$ cat config.mk
export PLATFORM = sky130hd
export DESIGN_NAME = drive_seq_fsm
export DESIGN_NICKNAME = d
export VERILOG_FILES = /design/src/drive_seq_pkg.sv /design/src/drive_seq_sync.sv /design/src/drive_seq_fsm.sv
export SDC_FILE = /design/constraint.sdc
export NUM_CORES = 1
export LEC_CHECK = 0
export ABC_CLOCK_PERIOD_IN_PS = 2900
export CELL_PAD_IN_SITES_DETAIL_PLACEMENT = 1
export CELL_PAD_IN_SITES_GLOBAL_PLACEMENT = 1
export CORE_ASPECT_RATIO = 2
export CORE_MARGIN = 1.5
export CORE_UTILIZATION = 50
export CTS_BUF_LIST = sky130_fd_sc_hd__clkbuf_16
export DETAILED_ROUTE_END_ITERATION = 8
export DONT_BUFFER_PORTS = 1
export GPL_ROUTABILITY_DRIVEN = 0
export MAX_ROUTING_LAYER = met4
export PLACE_DENSITY = 0.85
export SYNTH_ARGS = -nofsm -noshare
export SYNTH_HDL_FRONTEND = slang
export SYNTH_SLANG_ARGS = --single-unit
$ cat constraint.sdc
create_clock -name i_ref_clk -period 2.9 [get_ports i_ref_clk]
set_input_delay 0.29 -clock i_ref_clk [delete_from_list [all_inputs] [get_ports i_ref_clk]]
set_output_delay 0.29 -clock i_ref_clk [all_outputs]
set_load 0.01 [all_outputs]
$ cat src/drive_seq_pkg.sv
// How it works
// - Command reactions follow one state machine
// - State code 0..7 in documented order
// - Code 0 ignores switch-on commands
// - Code 1 accepts a switch-on command
// - Code 2 enables the power stack
// - Code 3 waits for enable, contactor held closed
// - Code 4 drives motor, fully enabled
// - Code 6 handles fault before tripped
// - Code 7 holds until fault clear
// - Lowest numbered transition wins on conflict
// - Switched on trips after 10 s with contactor open
// - Leave tripped on clear rise, fault gone
// - Arm only with run, inch low, halts high
package drive_seq_pkg;
   // Main state, declaration order gives the reported code
   typedef enum logic [2:0] {
      ST_SWITCH_ON_DISABLED,
      ST_READY_TO_SWITCH_ON,
      ST_SWITCHED_ON,
      ST_READY,
      ST_ENABLED,
      ST_QUICK_HALT,
      ST_TRIP_ACTIVE,
      ST_TRIPPED
   } main_state_e;

   // Clock rate and the contactor wait time
   localparam int unsigned CLK_HZ = 20_000_000;
   localparam int unsigned CONTACTOR_WAIT_S = 10;
   localparam int unsigned CONTACTOR_WAIT_CYC = CLK_HZ * CONTACTOR_WAIT_S;
   localparam int unsigned TIMER_W = 28;

   // Commands from terminals, keypad or fieldbus
   typedef struct packed {
      logic run;          // Run request
      logic inch;         // Jog request
      logic enable;       // Enable operation
      logic coast_halt_n; // Coast halt, active low
      logic quick_halt_n; // Quick halt, active low
      logic fault_clear;  // Fault clear request
   } cmd_s;

   // Feedback from power stage and contactor
   typedef struct packed {
      logic fault;           // Trip condition present
      logic contactor_closed; // Output contactor confirmed closed
      logic defluxed;        // Motor flux decayed
      logic stop_done;       // Normal stopping finished
      logic halt_done;       // Quick halt finished
      logic stack_quenched;  // Power stack off after trip
   } fbk_s;
endpackage

$ cat src/drive_seq_sync.sv
`timescale 1ns/1ps
// Two-flop synchroniser for a bus of pin inputs
module drive_seq_sync #(
   parameter int unsigned W = 1
) (
   input wire logic i_ref_clk,
   input wire logic i_reset_n,
   input wire logic [W-1:0] i_async,
   output logic [W-1:0] o_sync
);
   logic [W-1:0] meta_q; // First stage, read only by second stage
   logic [W-1:0] sync_q; // Second stage

   // Two stages; metastability settles in the first
   always_ff @(posedge i_ref_clk or negedge i_reset_n) begin
      if (!i_reset_n) begin
         meta_q <= '0;
         sync_q <= '0;
      end else begin
         meta_q <= i_async;
         sync_q <= meta_q;
      end
   end

   assign o_sync = sync_q;
endmodule

$ cat src/drive_seq_fsm.sv
`timescale 1ns/1ps
// Main sequencing state machine of the drive
module drive_seq_fsm #(
   parameter int unsigned CONTACTOR_WAIT_CYC = drive_seq_pkg::CONTACTOR_WAIT_CYC
) (
   input wire logic i_ref_clk,
   input wire logic i_reset_n,
   input wire drive_seq_pkg::cmd_s i_cmd,
   input wire drive_seq_pkg::fbk_s i_fbk,
   output logic [2:0] o_main_state_code,
   output logic o_stack_enable,
   output logic o_drive_active,
   output logic o_contactor_timeout
);
   localparam int CMD_W = $bits(drive_seq_pkg::cmd_s);
   localparam int FBK_W = $bits(drive_seq_pkg::fbk_s);
   localparam int TW = drive_seq_pkg::TIMER_W;
   localparam logic [TW-1:0] WAIT_LAST = TW'(CONTACTOR_WAIT_CYC - 1);

   drive_seq_pkg::cmd_s cmd; // Synchronised commands
   drive_seq_pkg::fbk_s fbk; // Synchronised feedback
   logic [CMD_W-1:0] cmd_raw;
   logic [FBK_W-1:0] fbk_raw;

   // All inputs come from pins, so they cross in two flops
   drive_seq_sync #(.W(CMD_W + FBK_W)) u_sync (
      .i_ref_clk(i_ref_clk),
      .i_reset_n(i_reset_n),
      .i_async({i_cmd, i_fbk}),
      .o_sync({cmd_raw, fbk_raw})
   );
   assign cmd = drive_seq_pkg::cmd_s'(cmd_raw);
   assign fbk = drive_seq_pkg::fbk_s'(fbk_raw);

   drive_seq_pkg::main_state_e state_q, state_d; // Main state
   logic [TW-1:0] timer_q, timer_d;  // Contactor wait counter
   logic clear_prev_q, clear_prev_d; // Previous fault clear level
   logic tmo_q, tmo_d;               // Contactor timeout latched
   logic stack_q, stack_d; // Power stack enable, registered
   logic active_q, active_d; // Motor driven, registered
   logic clear_rise;                 // Fault clear edge
   logic halt_any;                   // Either halt input asserted
   logic no_demand;                  // Run and inch both low
   logic tmo_hit;                    // Wait elapsed without contactor

   assign clear_rise = cmd.fault_clear && !clear_prev_q;
   assign halt_any = !cmd.coast_halt_n || !cmd.quick_halt_n;
   assign no_demand = !cmd.run && !cmd.inch;
   assign tmo_hit = (state_q == drive_seq_pkg::ST_SWITCHED_ON) && !fbk.contactor_closed
      && (timer_q == WAIT_LAST);

   // Next state; each state checks exits in ascending transition order
   always_comb begin
      state_d = state_q;
      unique case (state_q)
         drive_seq_pkg::ST_SWITCH_ON_DISABLED: begin
            // Run commands alone never leave here
            if (fbk.fault) begin
               state_d = drive_seq_pkg::ST_TRIP_ACTIVE;
            end else if (no_demand && !halt_any) begin
               state_d = drive_seq_pkg::ST_READY_TO_SWITCH_ON;
            end
         end
         drive_seq_pkg::ST_READY_TO_SWITCH_ON: begin
            if (fbk.fault) begin
               state_d = drive_seq_pkg::ST_TRIP_ACTIVE;
            end else if (halt_any) begin
               state_d = drive_seq_pkg::ST_SWITCH_ON_DISABLED;
            end else if (cmd.run || cmd.inch) begin
               state_d = drive_seq_pkg::ST_SWITCHED_ON;
            end
         end
         drive_seq_pkg::ST_SWITCHED_ON: begin
            if (fbk.fault || tmo_hit) begin
               state_d = drive_seq_pkg::ST_TRIP_ACTIVE;
            end else if (halt_any) begin
               state_d = drive_seq_pkg::ST_SWITCH_ON_DISABLED;
            end else if (no_demand) begin
               state_d = drive_seq_pkg::ST_READY_TO_SWITCH_ON;
            end else if (fbk.contactor_closed && fbk.defluxed) begin
               state_d = drive_seq_pkg::ST_READY;
            end
         end
         drive_seq_pkg::ST_READY: begin
            // Contactor must stay closed once confirmed
            if (fbk.fault || !fbk.contactor_closed) begin
               state_d = drive_seq_pkg::ST_TRIP_ACTIVE;
            end else if (halt_any) begin
               state_d = drive_seq_pkg::ST_SWITCH_ON_DISABLED;
            end else if (no_demand) begin
               state_d = drive_seq_pkg::ST_READY_TO_SWITCH_ON;
            end else if (cmd.enable) begin
               state_d = drive_seq_pkg::ST_ENABLED;
            end
         end
         drive_seq_pkg::ST_ENABLED: begin
            if (fbk.fault || !fbk.contactor_closed) begin
               state_d = drive_seq_pkg::ST_TRIP_ACTIVE;
            end else if (!cmd.coast_halt_n) begin
               state_d = drive_seq_pkg::ST_SWITCH_ON_DISABLED;
            end else if (!cmd.quick_halt_n) begin
               state_d = drive_seq_pkg::ST_QUICK_HALT;
            end else if (no_demand && fbk.stop_done) begin
               state_d = drive_seq_pkg::ST_READY_TO_SWITCH_ON;
            end else if (!cmd.enable) begin
               state_d = drive_seq_pkg::ST_READY;
            end
         end
         drive_seq_pkg::ST_QUICK_HALT: begin
            if (fbk.fault || !fbk.contactor_closed) begin
               state_d = drive_seq_pkg::ST_TRIP_ACTIVE;
            end else if (fbk.halt_done) begin
               state_d = drive_seq_pkg::ST_SWITCH_ON_DISABLED;
            end
         end
         drive_seq_pkg::ST_TRIP_ACTIVE: begin
            // Wait for the stack to stop switching
            if (fbk.stack_quenched) begin
               state_d = drive_seq_pkg::ST_TRIPPED;
            end
         end
         drive_seq_pkg::ST_TRIPPED: begin
            if (!fbk.fault && clear_rise) begin
               state_d = drive_seq_pkg::ST_SWITCH_ON_DISABLED;
            end
         end
      endcase
   end

   // Timer, edge memory and timeout flag
   always_comb begin
      clear_prev_d = cmd.fault_clear;
      // Count only while in switched on; restarts on each entry
      if (state_q == drive_seq_pkg::ST_SWITCHED_ON && timer_q != WAIT_LAST) begin
         timer_d = timer_q + TW'(1);
      end else if (state_q == drive_seq_pkg::ST_SWITCHED_ON) begin
         timer_d = timer_q;
      end else begin
         timer_d = '0;
      end
      // Timeout stays visible until the trip is cleared
      if (tmo_hit) begin
         tmo_d = 1'b1;
      end else if (state_q == drive_seq_pkg::ST_TRIPPED && state_d != state_q) begin
         tmo_d = 1'b0;
      end else begin
         tmo_d = tmo_q;
      end
      // Flags decode the next state so they change on the same edge as the code
      stack_d = (state_d inside {drive_seq_pkg::ST_SWITCHED_ON, drive_seq_pkg::ST_READY,
         drive_seq_pkg::ST_ENABLED, drive_seq_pkg::ST_QUICK_HALT});
      active_d = (state_d == drive_seq_pkg::ST_ENABLED);
   end

   // Registers only
   always_ff @(posedge i_ref_clk or negedge i_reset_n) begin
      if (!i_reset_n) begin
         state_q <= drive_seq_pkg::ST_SWITCH_ON_DISABLED;
         timer_q <= '0;
         clear_prev_q <= 1'b1;
         tmo_q <= 1'b0;
         stack_q <= 1'b0;
         active_q <= 1'b0;
      end else begin
         state_q <= state_d;
         timer_q <= timer_d;
         clear_prev_q <= clear_prev_d;
         tmo_q <= tmo_d;
         stack_q <= stack_d;
         active_q <= active_d;
      end
   end

   assign o_main_state_code = state_q;
   // Registered so the power stage never sees a decode glitch
   assign o_stack_enable = stack_q;
   assign o_drive_active = active_q;
   assign o_contactor_timeout = tmo_q;
endmodule

-- After elaboration in Yosys (flattened, before gate mapping)
Index checks and enable logic that the tools add are counted.
- input port bits: 14
- register bits after elaboration: 59
- bits in latches: 0
- memories kept: 0
- bits in read-only memories: 0
- output and inout bits: 6
- bits in writable memories: 0
- logic and storage cells: 76
- reductions and logical operators: 25
- bitwise gates (word level): 0
- equality and inequality tests: 15
- shift operators: 0
- $add $sub $neg: 1
- $mul: 0
- div/mod/pow operators: 0
- order comparisons: 0
- muxes and demuxes: 27
- operators by type and width (cell ; count):
    $mux W3 ; 22
    $mux W28 ; 2
    $add A28 B1 Y28 const B ; 1
    $eq A28 B28 Y1 const B ; 1
    $ne A28 B28 Y1 const B ; 1
    $pmux W3 S8 ; 1
    $eq A3 B3 Y1 const B ; 6
    $eq A3 B2 Y1 const B ; 4
    $logic_and A1 B1 Y1 ; 10
    $logic_not A1 Y1 ; 8
    $logic_or A1 B1 Y1 ; 4
    $reduce_bool A4 Y1 ; 1
    $eq A3 B1 Y1 const B ; 1
    $logic_not A3 Y1 ; 1
    $ne A3 B3 Y1 ; 1
    $mux W1 ; 2
    $ne A2 B1 Y1 const B ; 1
    $reduce_bool A2 Y1 ; 1

-- Logic depth before layout (Yosys ltp)
- depth after elaboration: 12
- gate-level depth with buffers: 8
- gate-level depth less buffers: 6

-- By module
Synthesis repeated with hierarchy kept, for this count alone.
- cells, all modules: 231
- area, all modules: 2561.2 µm²
- modules (own cells, without submodules) (module ; seq. area each (µm²) ; cells each ; area each (µm²) ; times used):
    drive_seq_fsm ; 877.1 ; 207 ; 1960.6 ; 1
    drive_seq_sync ; 600.6 ; 24 ; 600.6 ; 1

-- Least setup slack after synthesis
OpenSTA, ideal clock, no wires.
- path type: register to register
- start: register timer_q[0]
- end: register stack_q, in the netlist o_stack_enable
- data required time: 2.780 ns
- setup time: 0.120 ns
- buffers on the path: 2
- stages on the path, launching flop included: 9
- clock period less this slack: 2.189 ns
- arrival: 2.070 ns
- slack: 0.711 ns
- cell sequence: dfrtp_1 > ha_1 > nand3_2 > or2_0 > buf_2 > or3_1 > buf_2 > or3_4 > and3_1
- word-level cells in the longest chain between the ends: 7
- elaborated cells between the ends (all ways): 10
- classes of those cells: 5 x eq/ne; 2 x mux; 3 x reduce/logical
- RTL lines (what ; RTL line ; RTL):
    start: declaration ; drive_seq_fsm.sv:36 ; logic [TW-1:0] timer_q, timer_d;
    start signal: assignment ; drive_seq_fsm.sv:166 ; timer_q <= timer_d;
    $eq A28 B28 Y1 * ; drive_seq_fsm.sv:50 ; && (timer_q == WAIT_LAST);
    $logic_and A1 B1 Y1 * ; drive_seq_fsm.sv:50 ;
    $logic_or A1 B1 Y1 * ; drive_seq_fsm.sv:74 ; if (fbk.fault || tmo_hit) begin
    $mux W3 * ; drive_seq_fsm.sv:74 ;
    $pmux W3 S8 * ; drive_seq_fsm.sv:55 ; unique case (state_q)
    $eq A3 B2 Y1 / $eq A3 B3 Y1 (equally long branches) ; drive_seq_fsm.sv:150 ; stack_d = (state_d inside {drive_seq_pkg::ST_SWITCHED_ON, drive_seq_pkg::ST_READY,
    $reduce_bool A4 Y1 * ; drive_seq_fsm.sv:150 ;
    via stack_d ; drive_seq_fsm.sv:39 ; logic stack_q, stack_d;
    end signal: assignment ; drive_seq_fsm.sv:169 ; stack_q <= stack_d;
    end: declaration ; drive_seq_fsm.sv:39 ;
The timed path passes the listed nets; every way through them passes the cells marked *.
A chain may end at the register's enable or synchronous reset.

-- Worst setup path in the final report
- start: register timer_q[0]
- end: register state_q[1], in the netlist o_main_state_code[1]
- word-level cells in the longest chain between the ends: 5
- RTL lines (what ; RTL line ; RTL):
    $eq A28 B28 Y1 ; drive_seq_fsm.sv:50 ;
    $logic_and A1 B1 Y1 ; drive_seq_fsm.sv:50 ;
    $logic_or A1 B1 Y1 ; drive_seq_fsm.sv:74 ;
    $mux W3 ; drive_seq_fsm.sv:74 ;
    $pmux W3 S8 ; drive_seq_fsm.sv:55 ;
    via state_d[1] ; drive_seq_fsm.sv:35 ; drive_seq_pkg::main_state_e state_q, state_d;
    end signal: assignment ; drive_seq_fsm.sv:158 ; state_q <= drive_seq_pkg::ST_SWITCH_ON_DISABLED;
    end signal: assignment ; drive_seq_fsm.sv:165 ; state_q <= state_d;
    end: declaration ; drive_seq_fsm.sv:35 ;
The timed path passes the listed nets, and every way through them passes these cells.

==> results_dict.tcl <==
set metrics [dict create \
    final_antenna_net_count 0 \
    hpwlAfterDp_um 5110 \
    holdWs_ns 0.347 \
    die_height_um 107 \
    syn_area_mm2 0.00268 \
    drc_errors 0 \
    ys_seq_elements 59 \
    fin_cells 333 \
    grt_overflow 0 \
    slew_viol_final 0 \
    finalWorstPathRequiredPeriod_ns 2.49 \
    ctsRootBufferMaster "clkbuf_16" \
    critPathKind "flip-flop to flip-flop" \
    die_w_um 54.8 \
    worstPathBufferInverterCount 0 \
    nNetsFinal 284 \
    clock.fmax_mhz 401 \
    slew-limit-headroom_pct 46.5 \
    arrival_ns 2.71 \
    worstPathMaxFanout 8 \
    grt_util_all_layers_pct 31.5 \
    fin_util_pct 62.3 \
    num_vias 2150 \
    crit_family "simple AND/OR/NAND/NOR gates" \
    power.leakage_nw 1.30 \
    cts_resized 0 \
    slowest_stage "or3_1" \
    drive_gt1_share_pct 9.12 \
    finalSetupViolations 0 \
    setup_tns_ns 0 \
    area_growth_pct 19.6 \
    p_total_w 0.00248 \
    h-tree-depth 3 \
    io_buffers 0 \
    min_path_type "flip-flop to flip-flop" \
    boundaryPins 20 \
    dieArea_mm2 0.00583 \
    mostFrequentLayoutCell "dfrtp_1" \
    synth_cell_types 53 \
    yosysWarnings 0 \
    status "finished clean" \
    cts.clk_slew.worst_paths_ns 0.05 \
    synth_edf_count 0 \
    grt_pass1_vias 2425 \
    start_kind "flip-flop" \
    wire_per_inst_um 23.7 \
    vias_per_cell 6.46 \
    wirelength_um 7890 \
    syn_nets 266 \
    hold_viol 0 \
    start_util_pct 52.1 \
    layout_common_cells "dfrtp_1 (58), nor2_1 (26), nand2_1 (13), nand3_1 (13), dlygate4sd3_1 (13)" \
    grt_max_degree 60 \
    place_inst 302 \
    core_mm2 0.00514 \
    clock_skew_ns 0.0120 \
    clk_latency_ns 0.33 \
    powerDensity_mw_per_mm2 773 \
    required_ns 3.12 \
    antenna_found_initial 1 \
    fill_cells 541 \
    syn-instance-count 251 \
    peakVddDrop_uv 686 \
    cts_tree "yes" \
    yosysSeqAreaShare_pct 55.2 \
    rsz0062_at_grt "no" \
    post_cts_buffers 0 \
    maxCapViolations 0 \
    critPathMaxStageDelay_ns 0.53 \
    syn_avg_cell_area_um2 10.7 \
    min_period_over_period_pct 85.9 \
    numClockSinks 59 \
    path_cells "ha_1 > nand3_2 > or2_0 > or3_1 > o311ai_1 > nor2b_1" \
    ys.flop_type "dfrtp_1" \
    numCtsBuffers 9 \
    drtPass1Iterations 4 \
    cts_buffer_depth 2 \
    drt_iter0_drc 65 \
    ys_async_sr_fraction_pct 100 \
    rows 37 \
    tightestPinTransition_ns 0.795 \
    endpoint_kind "flip-flop" \
    holdBufCountCts 14 \
    grt_pass1_wl_um 12200 \
]
[cell usage after synthesis (2+ instances only)]
cell | count | share of area, %
dfrtp_1 | 58 | 54
nor2_1 | 26 | 3.6
nand2_1 | 13 | 1.8
nand3_1 | 13 | 2.4
a21oi_1 | 11 | 2.1
xor2_1 | 11 | 3.6
nand4_1 | 8 | 1.9
o21ai_0 | 8 | 1.5
nor3_1 | 7 | 1.3
xnor2_1 | 7 | 2.3
or3_1 | 6 | 1.4
a211oi_1 | 5 | 1.4
and3_1 | 5 | 1.2
clkbuf_1 | 5 | 0.70
nand2b_1 | 5 | 1.2
buf_2 | 4 | 0.75
nor3b_1 | 4 | 1.1
nor4_1 | 4 | 0.93
a31oi_1 | 3 | 0.70
and4_1 | 3 | 0.98
nor2b_1 | 3 | 0.70
nor4b_1 | 3 | 0.98
o21a_1 | 3 | 0.84
or4_1 | 3 | 0.84
buf_1 | 2 | 0.28
inv_1 | 2 | 0.28
nor4bb_1 | 2 | 0.75
or2_2 | 2 | 0.47
[final cells by class]
| cell class | count | area, um^2 | area share, % |
|---|---|---|---|
| Antenna cell | 1 | 2.50 | 0.0781 |
| Clock buffer | 9 | 225 | 7.03 |
| Clock inverter | 7 | 82.6 | 2.58 |
| Inverter | 2 | 7.51 | 0.234 |
| Multi-Input combinational cell | 179 | 1150 | 35.8 |
| Sequential cell | 59 | 1480 | 46.1 |
| Tap cell | 58 | 72.6 | 2.27 |
| Timing Repair Buffer | 18 | 188 | 5.86 |
[layer usage]
metal / global-route usage [%] / vias up / routed length (um)
met3: 6.18 / 22 / 257
met1: 28.9 / 1109 / 2700
met5: - / - / 0
li1: - / 956 / -
met2: 54.7 / 63 / 4600
met4: 20.0 / 0 / 343
[sequential cells by signal (all words and copies together) (netlist names)]
| register | flops |
|---|---|
| clear_prev_q | 1 |
| o_contactor_timeout | 1 |
| o_drive_active | 1 |
| o_main_state_code | 3 |
| o_stack_enable | 1 |
| timer_q | 28 |
| u_sync.meta_q | 12 |
| u_sync.o_sync | 12 |
[path summary, 6_finish.rpt]
check	slack [ns]	start	cells past startpoint	end
worst max-delay path	0.41	timer_q[0]	6	o_main_state_code[1]
min in group asynchronous	0.53	i_reset_n	2	u_sync.o_sync[4]
worst min register to register	0.35	u_sync.meta_q[0]	0	u_sync.o_sync[0]
max in group asynchronous	2.08	i_reset_n	2	clear_prev_q
worst min-delay path	0.35	u_sync.meta_q[0]	0	u_sync.o_sync[0]
worst max register to register	0.41	timer_q[0]	6	o_main_state_code[1]
[stage by stage]
step	area [um^2]	setup slack [ns]
3_5_place_dp	2740	0.529
5_1_grt	3200	0.308
3_3_place_gp	2740	0.637
6_report	3200	0.409
2_1_floorplan	2680	0.711
4_1_cts	3200	0.426
[report_power, final]
| part | internal, W | total, W | switching [W] |
|---|---|---|---|
| logic | 0.000149 | 0.000422 | 0.000273 |
| registers | 0.000879 | 0.000954 | 0.0000750 |
| clock network | 0.000738 | 0.00110 | 0.000363 |
| total | 0.00177 | 0.00248 | 0.000710 |
[kinds of logic (layout without fill, tap and decap cells)]
kind of cell | Yosys count | after routing | share of synthesized area [%]
buffers and inverters | 13 | 36 | 2.01
AND/OR/NAND/NOR | 118 | 118 | 26.0
flip-flops | 59 | 59 | 55.2
multiplexers | 1 | 1 | 0.374
AO/OA/AOI/OAI | 41 | 41 | 10.1
XOR/XNOR | 18 | 18 | 5.89
adder cells (fa/ha/maj) | 1 | 1 | 0.467
other | 0 | 1 | 0
Power figures use the tool's default switching activity.
